## src/rtl/fsp_map.svh

```systemverilog
// Summary of operation
// bits 7:6 of spin-up config always read as zero.
// fast bit clear: spin-up uses programmed duty and time fields.
// fast bit set: full duty until interval ends or tach setpoint reached.
// fast bit set: duty field ignored, spin-up always full duty.
// time field zero skips spin-up whatever the fast bit.
// duty code 0 skips unless fast; 1 half; 2 three quarters; 3 full.
// time codes 1..7 give 0.05, 0.1, 0.2, 0.4, 0.8, 1.6, 3.2 seconds.
// software selects tach input mode before using fast spin-up.
// pwm value register read-only while programming enable is clear.
// pwm value high-resolution bits are zero after reset.
// pwm value register reads zero during spin-up.
// programming enabled: written value drives output; else lookup value shown.
// after spin-up, output follows lookup value or written value.
`ifndef FSP_MAP_SVH
`define FSP_MAP_SVH
// register indices; byte address is four times the index
`define FSP_IDX_FAN_CONFIG    8'h4a
`define FSP_IDX_FAST_TACH_TERMINATED_SPIN_CONFIG 8'h4b
`define FSP_IDX_PWM_VALUE     8'h4c
`define FSP_ADDR_FAN_CONFIG   12'h128
`define FSP_ADDR_FAST_TACH_TERMINATED_SPIN_CFG   12'h12c
`define FSP_ADDR_PWM_VALUE    12'h130
// field positions
`define FSP_BIT_PROG_EN       5
`define FSP_BIT_FAST          5
`define FSP_DUTY_MSB          4
`define FSP_DUTY_LSB          3
`define FSP_TIME_MSB          2
`define FSP_TIME_LSB          0
// reset values
`define FSP_RST_FAN_CONFIG    6'h20
`define FSP_RST_FAST_TACH_TERMINATED_SPIN_CFG    6'h3f
`define FSP_RST_PWM_VALUE     8'h00
// duty levels
`define FSP_DUTY_FULL         8'hff
`define FSP_DUTY_HALF         8'h80
`define FSP_DUTY_3Q           8'hc0
// timing: shortest interval and clock rate
`define FSP_BASE_TIME_US      32'hc350
`define FSP_CLK_MHZ           32'hfa
`define FSP_BASE_CYCLES       (`FSP_BASE_TIME_US * `FSP_CLK_MHZ)
`endif

```

## src/rtl/fsp_pkg.sv

```systemverilog
package fsp_pkg;
  typedef enum logic {FSP_IDLE, FSP_SPIN} fsp_state_t;
endpackage

```

## src/rtl/fsp_top.sv

```systemverilog
// The APB slave port was left to the implementer.
`timescale 1ns/10ps
`include "fsp_map.svh"
module fsp_top #(
  parameter logic [31:0] BASE_CYCLES = `FSP_BASE_CYCLES
) (
  // clock and reset
  input  wire logic        clk,
  input  wire logic        rst_b,
  // apb slave
  input  wire logic        psel,
  input  wire logic        penable,
  input  wire logic        pwrite,
  input  wire logic [11:0] paddr,
  input  wire logic [31:0] pwdata,
  input  wire logic [3:0]  pstrb,
  output logic             pready,
  output logic [31:0]      prdata,
  output logic             pslverr,
  // fan side
  input  wire logic        spin_request,
  input  wire logic        tach_setpoint_reached,
  input  wire logic [7:0]  lut_pwm_value,
  output logic [7:0]       pwm_duty,
  output logic             spin_active
);

  logic [5:0]  fan_config;
  logic [5:0]  fast_tach_terminated_spin_config;
  logic [7:0]  pwm_duty_value;
  logic        tach_meta;
  logic        tach_sync;
  logic [31:0] spin_count;
  logic [31:0] next_interval;
  logic [7:0]  next_spin_duty;
  logic [7:0]  spin_duty;
  logic [7:0]  next_pwm_duty;
  logic        skip_spin;
  logic        spin_done;
  logic        setup_phase;
  logic        wr_access;
  logic        addr_hit;
  logic        lane0;
  logic [2:0]  time_sel_q;
  fsp_pkg::fsp_state_t state;

  wire logic       prog_en = fan_config[`FSP_BIT_PROG_EN];
  wire logic       fast    = fast_tach_terminated_spin_config[`FSP_BIT_FAST];
  wire logic [1:0] duty_sel =
    fast_tach_terminated_spin_config[`FSP_DUTY_MSB:`FSP_DUTY_LSB];
  wire logic [2:0] time_sel =
    fast_tach_terminated_spin_config[`FSP_TIME_MSB:`FSP_TIME_LSB];

  // apb handshake: zero wait states, read data registered in the setup cycle, writes taken in the access cycle
  assign pready      = penable;
  assign setup_phase = psel && !penable;
  assign wr_access   = psel && penable && pwrite;
  assign lane0       = pstrb[0];
  assign addr_hit    = (paddr == `FSP_ADDR_FAN_CONFIG) ||
                       (paddr == `FSP_ADDR_FAST_TACH_TERMINATED_SPIN_CFG) ||
                       (paddr == `FSP_ADDR_PWM_VALUE);

  // tach level comes from a pin
  always_ff @(posedge clk)
  begin
    if (!rst_b)
    begin
      tach_meta <= 1'b0;
      tach_sync <= 1'b0;
    end
    else
    begin
      tach_meta <= tach_setpoint_reached;
      tach_sync <= tach_meta;
    end
  end

  always_ff @(posedge clk)
  begin
    if (!rst_b)
    begin
      fan_config    <= `FSP_RST_FAN_CONFIG;
      fast_tach_terminated_spin_config <= `FSP_RST_FAST_TACH_TERMINATED_SPIN_CFG;
    end
    else if (wr_access && lane0)
    begin
      if (paddr == `FSP_ADDR_FAN_CONFIG)
        fan_config <= pwdata[5:0];
      if (paddr == `FSP_ADDR_FAST_TACH_TERMINATED_SPIN_CFG)
        fast_tach_terminated_spin_config <= pwdata[5:0];
    end
  end

  // reset to zero
  always_ff @(posedge clk)
  begin
    if (!rst_b)
      pwm_duty_value <= `FSP_RST_PWM_VALUE;
    // writes gated
    else if (wr_access && lane0 && prog_en &&
             paddr == `FSP_ADDR_PWM_VALUE)
      pwm_duty_value <= pwdata[7:0];
  end

  always_ff @(posedge clk)
  begin
    if (!rst_b)
    begin
      prdata  <= 32'h0000_0000;
      pslverr <= 1'b0;
    end
    else if (setup_phase)
    begin
      pslverr <= !addr_hit;
      prdata  <= 32'h0000_0000;
      if (!pwrite)
      begin
        case (paddr)
          `FSP_ADDR_FAN_CONFIG:
            prdata <= {26'h0, fan_config};
          // upper bits zero
          `FSP_ADDR_FAST_TACH_TERMINATED_SPIN_CFG:
            prdata <= {26'h0, fast_tach_terminated_spin_config};
          `FSP_ADDR_PWM_VALUE:
          begin
            // zero while spinning
            if (state == fsp_pkg::FSP_SPIN)
              prdata <= 32'h0000_0000;
            // direct or lookup value
            else if (prog_en)
              prdata <= {24'h0, pwm_duty_value};
            else
              prdata <= {24'h0, lut_pwm_value};
          end
          default:
            prdata <= 32'h0000_0000;
        endcase
      end
    end
  end

  // zero time skips
  // duty code zero skips unless fast
  assign skip_spin = (time_sel == 3'h0) ||
                     (duty_sel == 2'h0 && !fast);

  // interval doubles per code
  always_comb
  begin
    next_interval = 32'h0000_0000;
    if (time_sel != 3'h0)
      next_interval = (BASE_CYCLES << (time_sel - 3'h1)) - 32'h1;
  end

  // fast overrides duty field
  // duty decode
  always_comb
  begin
    case (duty_sel)
      2'h1:    next_spin_duty = `FSP_DUTY_HALF;
      2'h2:    next_spin_duty = `FSP_DUTY_3Q;
      default: next_spin_duty = `FSP_DUTY_FULL;
    endcase
    if (fast)
      next_spin_duty = `FSP_DUTY_FULL;
  end

  // first of timeout or tach
  assign spin_done = (spin_count == 32'h0000_0000) ||
                     (fast && tach_sync);

  // programmed duty and time
  always_ff @(posedge clk)
  begin
    if (!rst_b)
    begin
      state      <= fsp_pkg::FSP_IDLE;
      spin_count <= 32'h0000_0000;
      spin_duty  <= 8'h00;
    end
    else
    begin
      case (state)
        fsp_pkg::FSP_IDLE:
        begin
          if (spin_request && !skip_spin)
          begin
            state      <= fsp_pkg::FSP_SPIN;
            spin_count <= next_interval;
            spin_duty  <= next_spin_duty;
          end
        end
        fsp_pkg::FSP_SPIN:
        begin
          if (spin_done)
            state <= fsp_pkg::FSP_IDLE;
          else
            spin_count <= spin_count - 32'h1;
        end
        default:
          state <= fsp_pkg::FSP_IDLE;
      endcase
    end
  end

  // hand over after spin-up
  always_comb
  begin
    if (state == fsp_pkg::FSP_SPIN)
      next_pwm_duty = spin_duty;
    else if (prog_en)
      next_pwm_duty = pwm_duty_value;
    else
      next_pwm_duty = lut_pwm_value;
  end

  always_ff @(posedge clk)
  begin
    if (!rst_b)
    begin
      pwm_duty    <= 8'h00;
      spin_active <= 1'b0;
    end
    else
    begin
      pwm_duty    <= next_pwm_duty;
      spin_active <= (state == fsp_pkg::FSP_SPIN);
    end
  end

  property p_reserved_zero;
    @(posedge clk) disable iff (!rst_b)
    (setup_phase && !pwrite && paddr == `FSP_ADDR_FAST_TACH_TERMINATED_SPIN_CFG)
      |=> prdata[31:6] == 26'h0;
  endproperty
  a_reserved_zero: assert property (p_reserved_zero)
    else $error("spin-up config upper bits not zero");

  property p_start_duty;
    @(posedge clk) disable iff (!rst_b)
    (state == fsp_pkg::FSP_IDLE && spin_request && !skip_spin && !fast
      && duty_sel == 2'h1) |=> ##1 pwm_duty == `FSP_DUTY_HALF;
  endproperty
  a_start_duty: assert property (p_start_duty)
    else $error("half duty code not applied");

  property p_tach_end;
    @(posedge clk) disable iff (!rst_b)
    (state == fsp_pkg::FSP_SPIN && fast && tach_sync)
      |=> state == fsp_pkg::FSP_IDLE;
  endproperty
  a_tach_end: assert property (p_tach_end)
    else $error("tach did not end fast spin-up");

  property p_fast_full;
    @(posedge clk) disable iff (!rst_b)
    (state == fsp_pkg::FSP_IDLE && spin_request && !skip_spin && fast)
      |=> ##1 pwm_duty == `FSP_DUTY_FULL;
  endproperty
  a_fast_full: assert property (p_fast_full)
    else $error("fast spin-up not at full duty");

  property p_skip_time;
    @(posedge clk) disable iff (!rst_b)
    (state == fsp_pkg::FSP_IDLE && time_sel == 3'h0)
      |=> state == fsp_pkg::FSP_IDLE;
  endproperty
  a_skip_time: assert property (p_skip_time)
    else $error("spin-up started with zero time");

  property p_interval;
    @(posedge clk) disable iff (!rst_b)
    (state == fsp_pkg::FSP_IDLE && spin_request && !skip_spin)
      |=> spin_count == (BASE_CYCLES << (time_sel_q - 3'h1)) - 32'h1;
  endproperty
  always_ff @(posedge clk)
  begin
    time_sel_q <= time_sel;
  end
  a_interval: assert property (p_interval)
    else $error("spin interval mismatch");

  property p_ro_value;
    @(posedge clk) disable iff (!rst_b)
    (!prog_en && !(wr_access && paddr == `FSP_ADDR_FAN_CONFIG))
      |=> $stable(pwm_duty_value);
  endproperty
  a_ro_value: assert property (p_ro_value)
    else $error("pwm value changed while read-only");

  property p_spin_read_zero;
    @(posedge clk) disable iff (!rst_b)
    (setup_phase && !pwrite && paddr == `FSP_ADDR_PWM_VALUE
      && state == fsp_pkg::FSP_SPIN) |=> prdata == 32'h0;
  endproperty
  a_spin_read_zero: assert property (p_spin_read_zero)
    else $error("pwm value nonzero during spin-up");

  property p_handover;
    @(posedge clk) disable iff (!rst_b)
    (state == fsp_pkg::FSP_IDLE && !prog_en)
      |=> pwm_duty == $past(lut_pwm_value);
  endproperty
  a_handover: assert property (p_handover)
    else $error("output not following lookup value");

  property p_three_quarter;
    @(posedge clk) disable iff (!rst_b)
    (state == fsp_pkg::FSP_IDLE && spin_request && !skip_spin && !fast
      && duty_sel == 2'h2) |=> ##1 pwm_duty == `FSP_DUTY_3Q;
  endproperty
  a_three_quarter: assert property (p_three_quarter)
    else $error("three quarter duty code not applied");

  property p_skip_duty;
    @(posedge clk) disable iff (!rst_b)
    (state == fsp_pkg::FSP_IDLE && duty_sel == 2'h0 && !fast)
      |=> state == fsp_pkg::FSP_IDLE;
  endproperty
  a_skip_duty: assert property (p_skip_duty)
    else $error("spin-up started with zero duty code");

  property p_time_end;
    @(posedge clk) disable iff (!rst_b)
    (state == fsp_pkg::FSP_SPIN && spin_count == 32'h0000_0000)
      |=> state == fsp_pkg::FSP_IDLE;
  endproperty
  a_time_end: assert property (p_time_end)
    else $error("spin-up outlived its interval");

  property p_reset_value;
    @(posedge clk)
    !rst_b |=> pwm_duty_value == `FSP_RST_PWM_VALUE;
  endproperty
  a_reset_value: assert property (p_reset_value)
    else $error("pwm value not cleared by reset");

  property p_direct_value;
    @(posedge clk) disable iff (!rst_b)
    (state == fsp_pkg::FSP_IDLE && prog_en)
      |=> pwm_duty == $past(pwm_duty_value);
  endproperty
  a_direct_value: assert property (p_direct_value)
    else $error("output not following written value");

endmodule // fsp_top

```

## config.mk

```make
export PLATFORM = sky130hd
export DESIGN_NAME = fsp_top
export DESIGN_NICKNAME = d
export VERILOG_FILES = /design/src/rtl/fsp_pkg.sv /design/src/rtl/fsp_top.sv
export VERILOG_INCLUDE_DIRS = /design/src /design/src/rtl
export SDC_FILE = /design/constraint.sdc
export NUM_CORES = 1
export LEC_CHECK = 0
export ABC_CLOCK_PERIOD_IN_PS = 3500
export BUFFER_PORTS_ARGS = -buffer_cell sky130_fd_sc_hd__buf_2
export CAP_MARGIN = 20
export CORE_ASPECT_RATIO = 1.5
export CORE_MARGIN = 3
export CORE_UTILIZATION = 44
export CTS_CLUSTER_SIZE = 10
export DETAILED_ROUTE_END_ITERATION = 6
export PLACE_DENSITY_LB_ADDON = 0.2
export SLEW_MARGIN = 15
export SYNTH_ARGS = -nofsm -noshare
export SYNTH_HDL_FRONTEND = slang
export SYNTH_SLANG_ARGS = --single-unit
```

## constraint.sdc

```tcl
create_clock -name clk -period 3.5 [get_ports clk]
set_clock_uncertainty 0.15 [all_clocks]
set_input_delay 0.525 -clock clk [delete_from_list [all_inputs] [get_ports clk]]
set_output_delay 0.525 -clock clk [all_outputs]
set_load 0.02 [all_outputs]
```

Word-level counts from Yosys, hierarchy flattened. Cells that the tools add are included.

Flip-flop bits (word level): 105. Bits in latches: 0. Memory bits (writable): 0. Bits in read-only memories: 0. Input bits: 63. Output and inout bits: 43. Memories kept: 0.

Add/subtract/negate cells: 3. Multipliers: 0. Div/mod/pow operators: 0. Magnitude comparators: 0. Eq/ne operators: 7. Shift-type cells: 1. Multiplexer cells: 15. Bitwise operators: 1. Reduce and logical (&&, ||, !) cells: 25.

Operators by type and width (count): $mux 32 (3); $pmux 32 s2 (1); $sub 32x1->32 const B (2); $mux 8 (6); $eq 12x9->1 const B (3); $logic_not 32->1 (1); $shl 24x3->32 const A (1); $pmux 8 s3 (1); $pmux 7 s2 (1); $logic_and 1x1->1 (9); $reduce_and 2->1 (4); $logic_not 1->1 (4); $logic_or 1x1->1 (4); $ne 2x2->1 const B (2); $logic_not 3->1 (1); $reduce_bool 3->1 (1); $sub 3x1->3 const B (1); $eq 2x1->1 const B (1); $eq 2x2->1 const B (1); $logic_not 2->1 (1); $mux 1 (2); $pmux 1 s2 (1); $not 1->1 (1).

Longest topological paths before layout. Gate-level depths: netlist of run 1.

Word-level depth: 7. Depth in mapped cells: 11. Depth with buffers taken out: 10.

Worst setup path after synthesis of run 1. OpenSTA, ideal clock, no wires.

Path type: register to register. From: reg fast_tach_terminated_spin_config[0]. To: reg spin_count[15]. Setup time: 0.130 ns. Arrival: 2.622 ns. Required time: 3.220 ns. Path slack: 0.598 ns. Cell stages (with the launch flop): 12. Clock period less this slack: 2.902 ns. Path through: dfxtp_1 inv_1 ha_1 xnor2_1 buf_2 nand2_1 ha_1 nand3_1 a32oi_1 nor3b_1 o31ai_1 o211ai_1.

Word-level cells in the longest chain between the ends: 6. Elaborated cells on any way between the ends: 13. Those cells by class: add/sub (2); eq/ne (1); shift (1); mux (3); reduce/logical (6).

Ends and longest elaborated chain: from (decl) (line fsp_top.sv:29) `logic [5:0] fast_tach_terminated_spin_config;`; from (signal assigned) (line fsp_top.sv:83) `` fast_tach_terminated_spin_config <= `FSP_RST_FAST_TACH_TERMINATED_SPIN_CFG; ``; from (signal assigned) (line fsp_top.sv:90) `fast_tach_terminated_spin_config <= pwdata[5:0];`; $sub 3x1->3 / $logic_not 3->1 (equally long branches) (line fsp_top.sv:152, fsp_top.sv:144); $shl 24x3->32 / $logic_or 1x1->1 (equally long branches) (line fsp_top.sv:152, fsp_top.sv:144); $sub 32x1->32 / $logic_not 1->1 (equally long branches) (line fsp_top.sv:152, fsp_top.sv:186); $mux 32 / $logic_and 1x1->1 (equally long branches) (line fsp_top.sv:151, fsp_top.sv:186); $mux 32 / $ne 2x2->1 (equally long branches); $pmux 32 s2 / $reduce_and 2->1 (equally long branches); to (signal assigned) (line fsp_top.sv:189) `spin_count <= next_interval;`; to (signal assigned) (line fsp_top.sv:198) `spin_count <= spin_count - 32'h1;`; to (decl) (line fsp_top.sv:33) `logic [31:0] spin_count;`.

Several ways; a longest one is shown, not always the timed one. The select of a mux whose other input is x is not followed. A chain may end at the register's enable or synchronous reset.

Worst setup path in the final report of run 1.
From: reg fast_tach_terminated_spin_config[1]. To: reg spin_count[12].

Same word-level chain as after synthesis.

==> metrics.txt, run 1 <==
r2r setup slk=0.26 ns; fin crit share=0.925; total number of vias=4,741; Setup TNS=0 ns; Fillers=1,001; Mapped Avg Cell Area=7.85 um2; Crit. End Element=register; HP Class=in -> reg; initial antenna violation count=0; yosys warns=0; core area=10,300 um2; Total GRT Usage=0.233; largest net degree at the start of global routing=44; Cell Chain, Critical Path=inv_1 > ha_1 > or4_1 > o21a_1 > o32a_1 > a2111oi_0 > o21ai_0 > a21oi_1; CP max stage cell=or4_1; clk slew on worst S/H paths=0.06 ns; grt total ovfl=0; die height=133 um; wire length per cell=17.6 um; worst hold start=tach_setpoint_reached; diode count=0; first-pass GRT wire length=22.4 mm; Via density=5.96; outcome=finished, final reports clean; hpwl dp=10.1 mm; H-tree levels=3; Tmin final=3.24 ns; actual slew at the worst max-slew pin=0.764 ns; share of layout cells above drive strength 1=0.180; WP data required=3.62 ns; CTS Hold Buffers Added=0; Crit Reg-Reg Endpoint=spin_count[12]$_SDFFE_PN0P_; delay-heaviest family, CP=compound AO/OA/AOI/OAI gates; commonest cells after routing, fill and taps aside=dfxtp_1, nor2_1, nand2_1; slowest stage delay, CP=0.58 ns; most common cell after layout, fill and taps aside=dfxtp_1; post-synthesis instance total=602; clk sinks=76; Distinct cells, synth=69; Die ar.=12,000 um2; number of global-route vias before repair=4,506; Buffers & Inverters on Critical Path=1; Startpoint Class=register; max-cap viol count=0; R2R depth=8; kind of critical path=reg -> reg; FF+latch count, synth=76; P&R area growth vs syn=15.2%; Main synth FF type=dfxtp_1; Leak Pwr=0.00221 uW; Max Fanout on Critical Path=8; WHS Path Cells=2; Post-route DRC=0; GP Congestion=0.913; drt first-iter violations=472; CTS Buf Count=9; Starting Density=0.459; post-route ant nets=0; Die W=90.6 um; # IOs=106; register area share after synthesis=0.322; Power Dens Cells=462 nW/um2; EDFF count, synth=0; I/O Buffers=54; Pre-Repair DR Iteration Count=5; worst-skew pair later-pin latency=0.34 ns; Clock Path Buffers=2; RR Startpoint=fast_tach_terminated_spin_config[1]$_SDFFE_PN1P_; # rows=45; peak supply drop=323 uV; Mapped Area=4730 um2; setup bufs post-CTS=0; wirelength, routed=14.0 mm; post-CTS sizing=0; Slew Limit Fails=0; asr flop ratio synth=0; unrepaired setup endpoints after global routing=no; Slew HR=0.485; Crit path arrival time=3.36 ns; fin nets=727; final setup margin=0.263 ns; WP depth=8; clock root cell=clkbuf_16; final hold violation count=0; count of final setup violators=0; post-place setup slack=0.337 ns; fmax=0.309 GHz; TritonCTS clock tree=done; WHS Endpoint=tach_meta$_SDFF_PN0_
-- per-stage QoR --
step	hold WS (ns)	instance area [um2]	total power, uW	instances	utilization
floorplan	0.262	4810	1270	625	-
global route	0.248	5450	2620	796	0.528
finish	0.247	5450	2520	796	0.528
detailed placement	0.279	5080	1380	781	0.493
global placement	0.279	5080	1370	781	0.493
CTS	0.239	5450	2530	796	0.528
-- state kept, by name, summed over array words and instances (netlist names) --
| register | flops |
|---|---|
| state | 1 |
| fan_config | 6 |
| pslverr | 1 |
| tach_sync | 1 |
| pwm_duty_value | 8 |
| spin_duty | 3 |
| fast_tach_terminated_spin_config | 6 |
| pwm_duty | 8 |
| prdata | 8 |
| tach_meta | 1 |
| spin_count | 32 |
| spin_active | 1 |
-- power breakdown --
group          switching (uW)  internal (uW)  total, uW
clock network             379            767       1150
logic                     270            144        414
registers                47.1            909        956
total                     696           1820       2520
-- final cells by class --
class                   instances  area [um2]  area share
clock buffers                   9         225      0.0414
clock inverters                 6         138      0.0253
inverters                      17        63.8      0.0117
multi-input cells             467        2860       0.524
flip-flops and latches         76        1520       0.279
well taps                     141         176      0.0324
repair buffers                 80         465      0.0855
-- Yosys cell counts (11+ instances only) --
cell type / instances / area share
ha_1: 13 / 0.034
nand2_1: 58 / 0.046
o21ai_0: 33 / 0.035
a21oi_1: 45 / 0.048
nor4_1: 11 / 0.015
clkbuf_1: 27 / 0.021
nor2_1: 70 / 0.056
mux2i_1: 19 / 0.040
buf_4: 28 / 0.044
inv_1: 16 / 0.013
dfxtp_1: 76 / 0.32
nor3_1: 23 / 0.024
nand3_1: 17 / 0.018
-- layer usage --
layer / share of wire / track usage / wire (um) / vias to the layer above
met5: 0 / 0 / 0 / -
met4: 0.041 / 0.124 / 580 / 0
met3: 0.053 / 0.0432 / 747 / 47
met2: 0.53 / 0.430 / 7400 / 200
met1: 0.38 / 0.246 / 5270 / 2254
li1: - / - / - / 2240
-- worst max-delay path by stage --
| stage | start | end | slack [ns] |
|---|---|---|---|
| after global routing | fast_tach_terminated_spin_config[1]$_SDFFE_PN1P_ | spin_count[12]$_SDFFE_PN0P_ | 0.03 |
| after CTS | fast_tach_terminated_spin_config[1]$_SDFFE_PN1P_ | spin_count[12]$_SDFFE_PN0P_ | 0.32 |
| final | fast_tach_terminated_spin_config[1]$_SDFFE_PN1P_ | spin_count[12]$_SDFFE_PN0P_ | 0.26 |
| after floorplan | fast_tach_terminated_spin_config[0]$_SDFFE_PN1P_ | spin_count[15]$_SDFFE_PN0P_ | 0.60 |
| after global placement | fast_tach_terminated_spin_config[1]$_SDFFE_PN1P_ | spin_count[12]$_SDFFE_PN0P_ | 0.41 |
| after detailed placement | fast_tach_terminated_spin_config[1]$_SDFFE_PN1P_ | spin_count[12]$_SDFFE_PN0P_ | 0.34 |
-- cells by family (layout without fill, tap and decap cells) --
kind of cell	after synthesis	in the layout	synth area share
AND/OR/NAND/NOR	232	232	0.248
AO/OA/AOI/OAI	165	165	0.232
buffers and inverters	82	112	0.0935
flip-flops	76	76	0.322
multiplexers	25	25	0.0545
adder cells (fa/ha/maj)	13	13	0.0344
XOR/XNOR	8	8	0.0148
other	1	24	0.000794
(Power assumes the default switching activity.)
==> inputs of run 2 (changes only) <==
- MAX_ROUTING_LAYER: not set -> met4
==> run 2 against run 1 <==
Clock power shrank 10%. Utilization fell by 0.32 points. Die area unchanged. Combinational power grew 1%. Non-clock buffer count is 1 higher. Wire length decreased by 1.3%. First-iteration DRC count is 16% lower. Final area down 0.60%. Sequential share of layout area up 0.17 points. Power decreased by 4.7%. Critical path type unchanged.
==> metrics.txt, run 2 (synthesized netlist as in run 1, its figures left out) <==
Slew HR=0.504 (was 0.485); first-pass GRT wire length=22.2 mm (was 22.4 mm); wirelength, routed=13.8 mm (was 14.0 mm); HP Class=in -> reg (unchanged); worst-skew pair later-pin latency=0.35 ns (was 0.34 ns); GP Congestion=0.867 (was 0.913); CTS Hold Buffers Added=0 (unchanged); Pre-Repair DR Iteration Count=5 (unchanged); Startpoint Class=register (unchanged); Slew Limit Fails=0 (unchanged); r2r setup slk=0.19 ns (was 0.26 ns); number of global-route vias before repair=4,530 (was 4,506); actual slew at the worst max-slew pin=0.725 ns (was 0.764 ns); Via density=5.82 (was 5.96); final hold violation count=0 (unchanged); Setup TNS=0 ns (unchanged); Die W=90.6 um (unchanged); Clock Path Buffers=2 (unchanged); share of layout cells above drive strength 1=0.181 (was 0.180); Leak Pwr=0.00219 uW (was 0.00221 uW); # rows=45 (unchanged); Starting Density=0.459 (unchanged); post-route ant nets=0 (unchanged); clk slew on worst S/H paths=0.07 ns (was 0.06 ns); peak supply drop=274 uV (was 323 uV); top register by number of flip-flops=spin_count (unchanged); post-CTS sizing=0 (unchanged); hold slack=0.237 ns (was 0.247 ns); clk sinks=76 (unchanged); wire length per cell=17.3 um (was 17.6 um); max-cap viol count=0 (unchanged); die height=133 um (unchanged); total number of vias=4,643 (was 4,741); Crit path arrival time=3.44 ns (was 3.36 ns); unrepaired setup endpoints after global routing=no (unchanged); outcome=finished, final reports clean (unchanged); commonest cells after routing, fill and taps aside=dfxtp_1, nor2_1, nand2_1 (unchanged); initial antenna violation count=0 (unchanged); H-tree levels=3 (unchanged); Post-route DRC=0 (unchanged); WP data required=3.63 ns (was 3.62 ns); TritonCTS clock tree=done (unchanged); Max Fanout on Critical Path=8 (unchanged); largest net degree at the start of global routing=44 (unchanged); Total GRT Usage=0.234 (was 0.233); number of flip-flops in the largest register=32 (unchanged); clock root cell=clkbuf_16 (unchanged); I/O Buffers=54 (unchanged); Tmin final=3.31 ns (was 3.24 ns); kind of critical path=reg -> reg (unchanged); diode count=0 (unchanged); Crit. End Element=register (unchanged); CTS Buf Count=9 (unchanged); R2R depth=8 (unchanged); drt first-iter violations=396 (was 472); fin nets=728 (was 727); core area=10,300 um2 (unchanged); fmax=0.302 GHz (was 0.309 GHz); hpwl dp=9.94 mm (was 10.1 mm); most common cell after layout, fill and taps aside=dfxtp_1 (unchanged); # IOs=106 (unchanged); WHS Path Cells=2 (unchanged); fin crit share=0.945 (was 0.925); setup bufs post-CTS=0 (unchanged); Power Dens Cells=443 nW/um2 (was 462 nW/um2); count of final setup violators=0 (unchanged); Die ar.=12,000 um2 (unchanged); grt total ovfl=0 (unchanged); P&R area growth vs syn=14.5% (was 15.2%)
## run 2: cell count changes in the layout (fill, tap and decap cells not counted)
| cell | before | now |
|---|---|---|
| clkinv_4 | 2 | 1 |
| clkbuf_1 | 0 | 1 |
| bufinv_16 | 4 | 2 |
| clkinvlp_4 | 0 | 1 |
| buf_4 | 26 | 27 |
| inv_6 | 0 | 2 |
## run 2: metrics by stage
| stage | total power, uW | setup WS, ns | util | area [um2] | std cells |
|---|---|---|---|---|---|
| 2_1_floorplan | 1270 | 0.598 | - | 4810 | 625 |
| 3_3_place_gp | 1370 | 0.322 | 0.494 | 5090 | 782 |
| 3_5_place_dp | 1380 | 0.259 | 0.494 | 5090 | 782 |
| 4_1_cts | 2400 | 0.233 | 0.525 | 5410 | 798 |
| 5_1_grt | 2490 | 0.0176 | 0.525 | 5410 | 798 |
| 6_report | 2400 | 0.191 | 0.525 | 5410 | 798 |
## run 2: power by group
| group | total, uW | switching, uW | internal (uW) |
|---|---|---|---|
| logic | 418 | 273 | 145 |
| clock network | 1030 | 397 | 631 |
| registers | 951 | 41.9 | 909 |
| total | 2400 | 712 | 1690 |
## run 2: worst paths after layout
| path | startpoint | to |
|---|---|---|
| setup / recovery | fast_tach_terminated_spin_config[1]$_SDFFE_PN1P_ | spin_count[12]$_SDFFE_PN0P_ |
| hold / removal | tach_setpoint_reached | tach_meta$_SDFF_PN0_ |
| setup reg to reg | fast_tach_terminated_spin_config[1]$_SDFFE_PN1P_ | spin_count[12]$_SDFFE_PN0P_ |
| hold reg to reg | tach_meta$_SDFF_PN0_ | tach_sync$_SDFF_PN0_ |
## run 2: worst max-delay path, cell delays in order (launching register included)
cell and delay (ns):
dfxtp_1 0.47, inv_1 0.17, ha_1 0.39, or4_1 0.56
o21a_1 0.16, o32a_1 0.33, a2111oi_0 0.64, o21ai_0 0.19
a21oi_1 0.17
## run 2: layout make-up
cell class | instances | area, um2
clock buffer | 10 | 229
clock inverter | 6 | 93.8
fill | 1031 | 4890
inverter | 17 | 63.8
multi-input combinational | 467 | 2860
sequential | 76 | 1520
tap | 141 | 176
timing repair buffer | 81 | 473
## run 2: metal layers
layer | global-route usage | vias up | wire length [um]
li1 | - | 2244 | -
met5 | - | - | 0
met3 | 0.0404 | 48 | 734
met1 | 0.252 | 2164 | 5390
met4 | 0.124 | 0 | 535
met2 | 0.409 | 187 | 7170
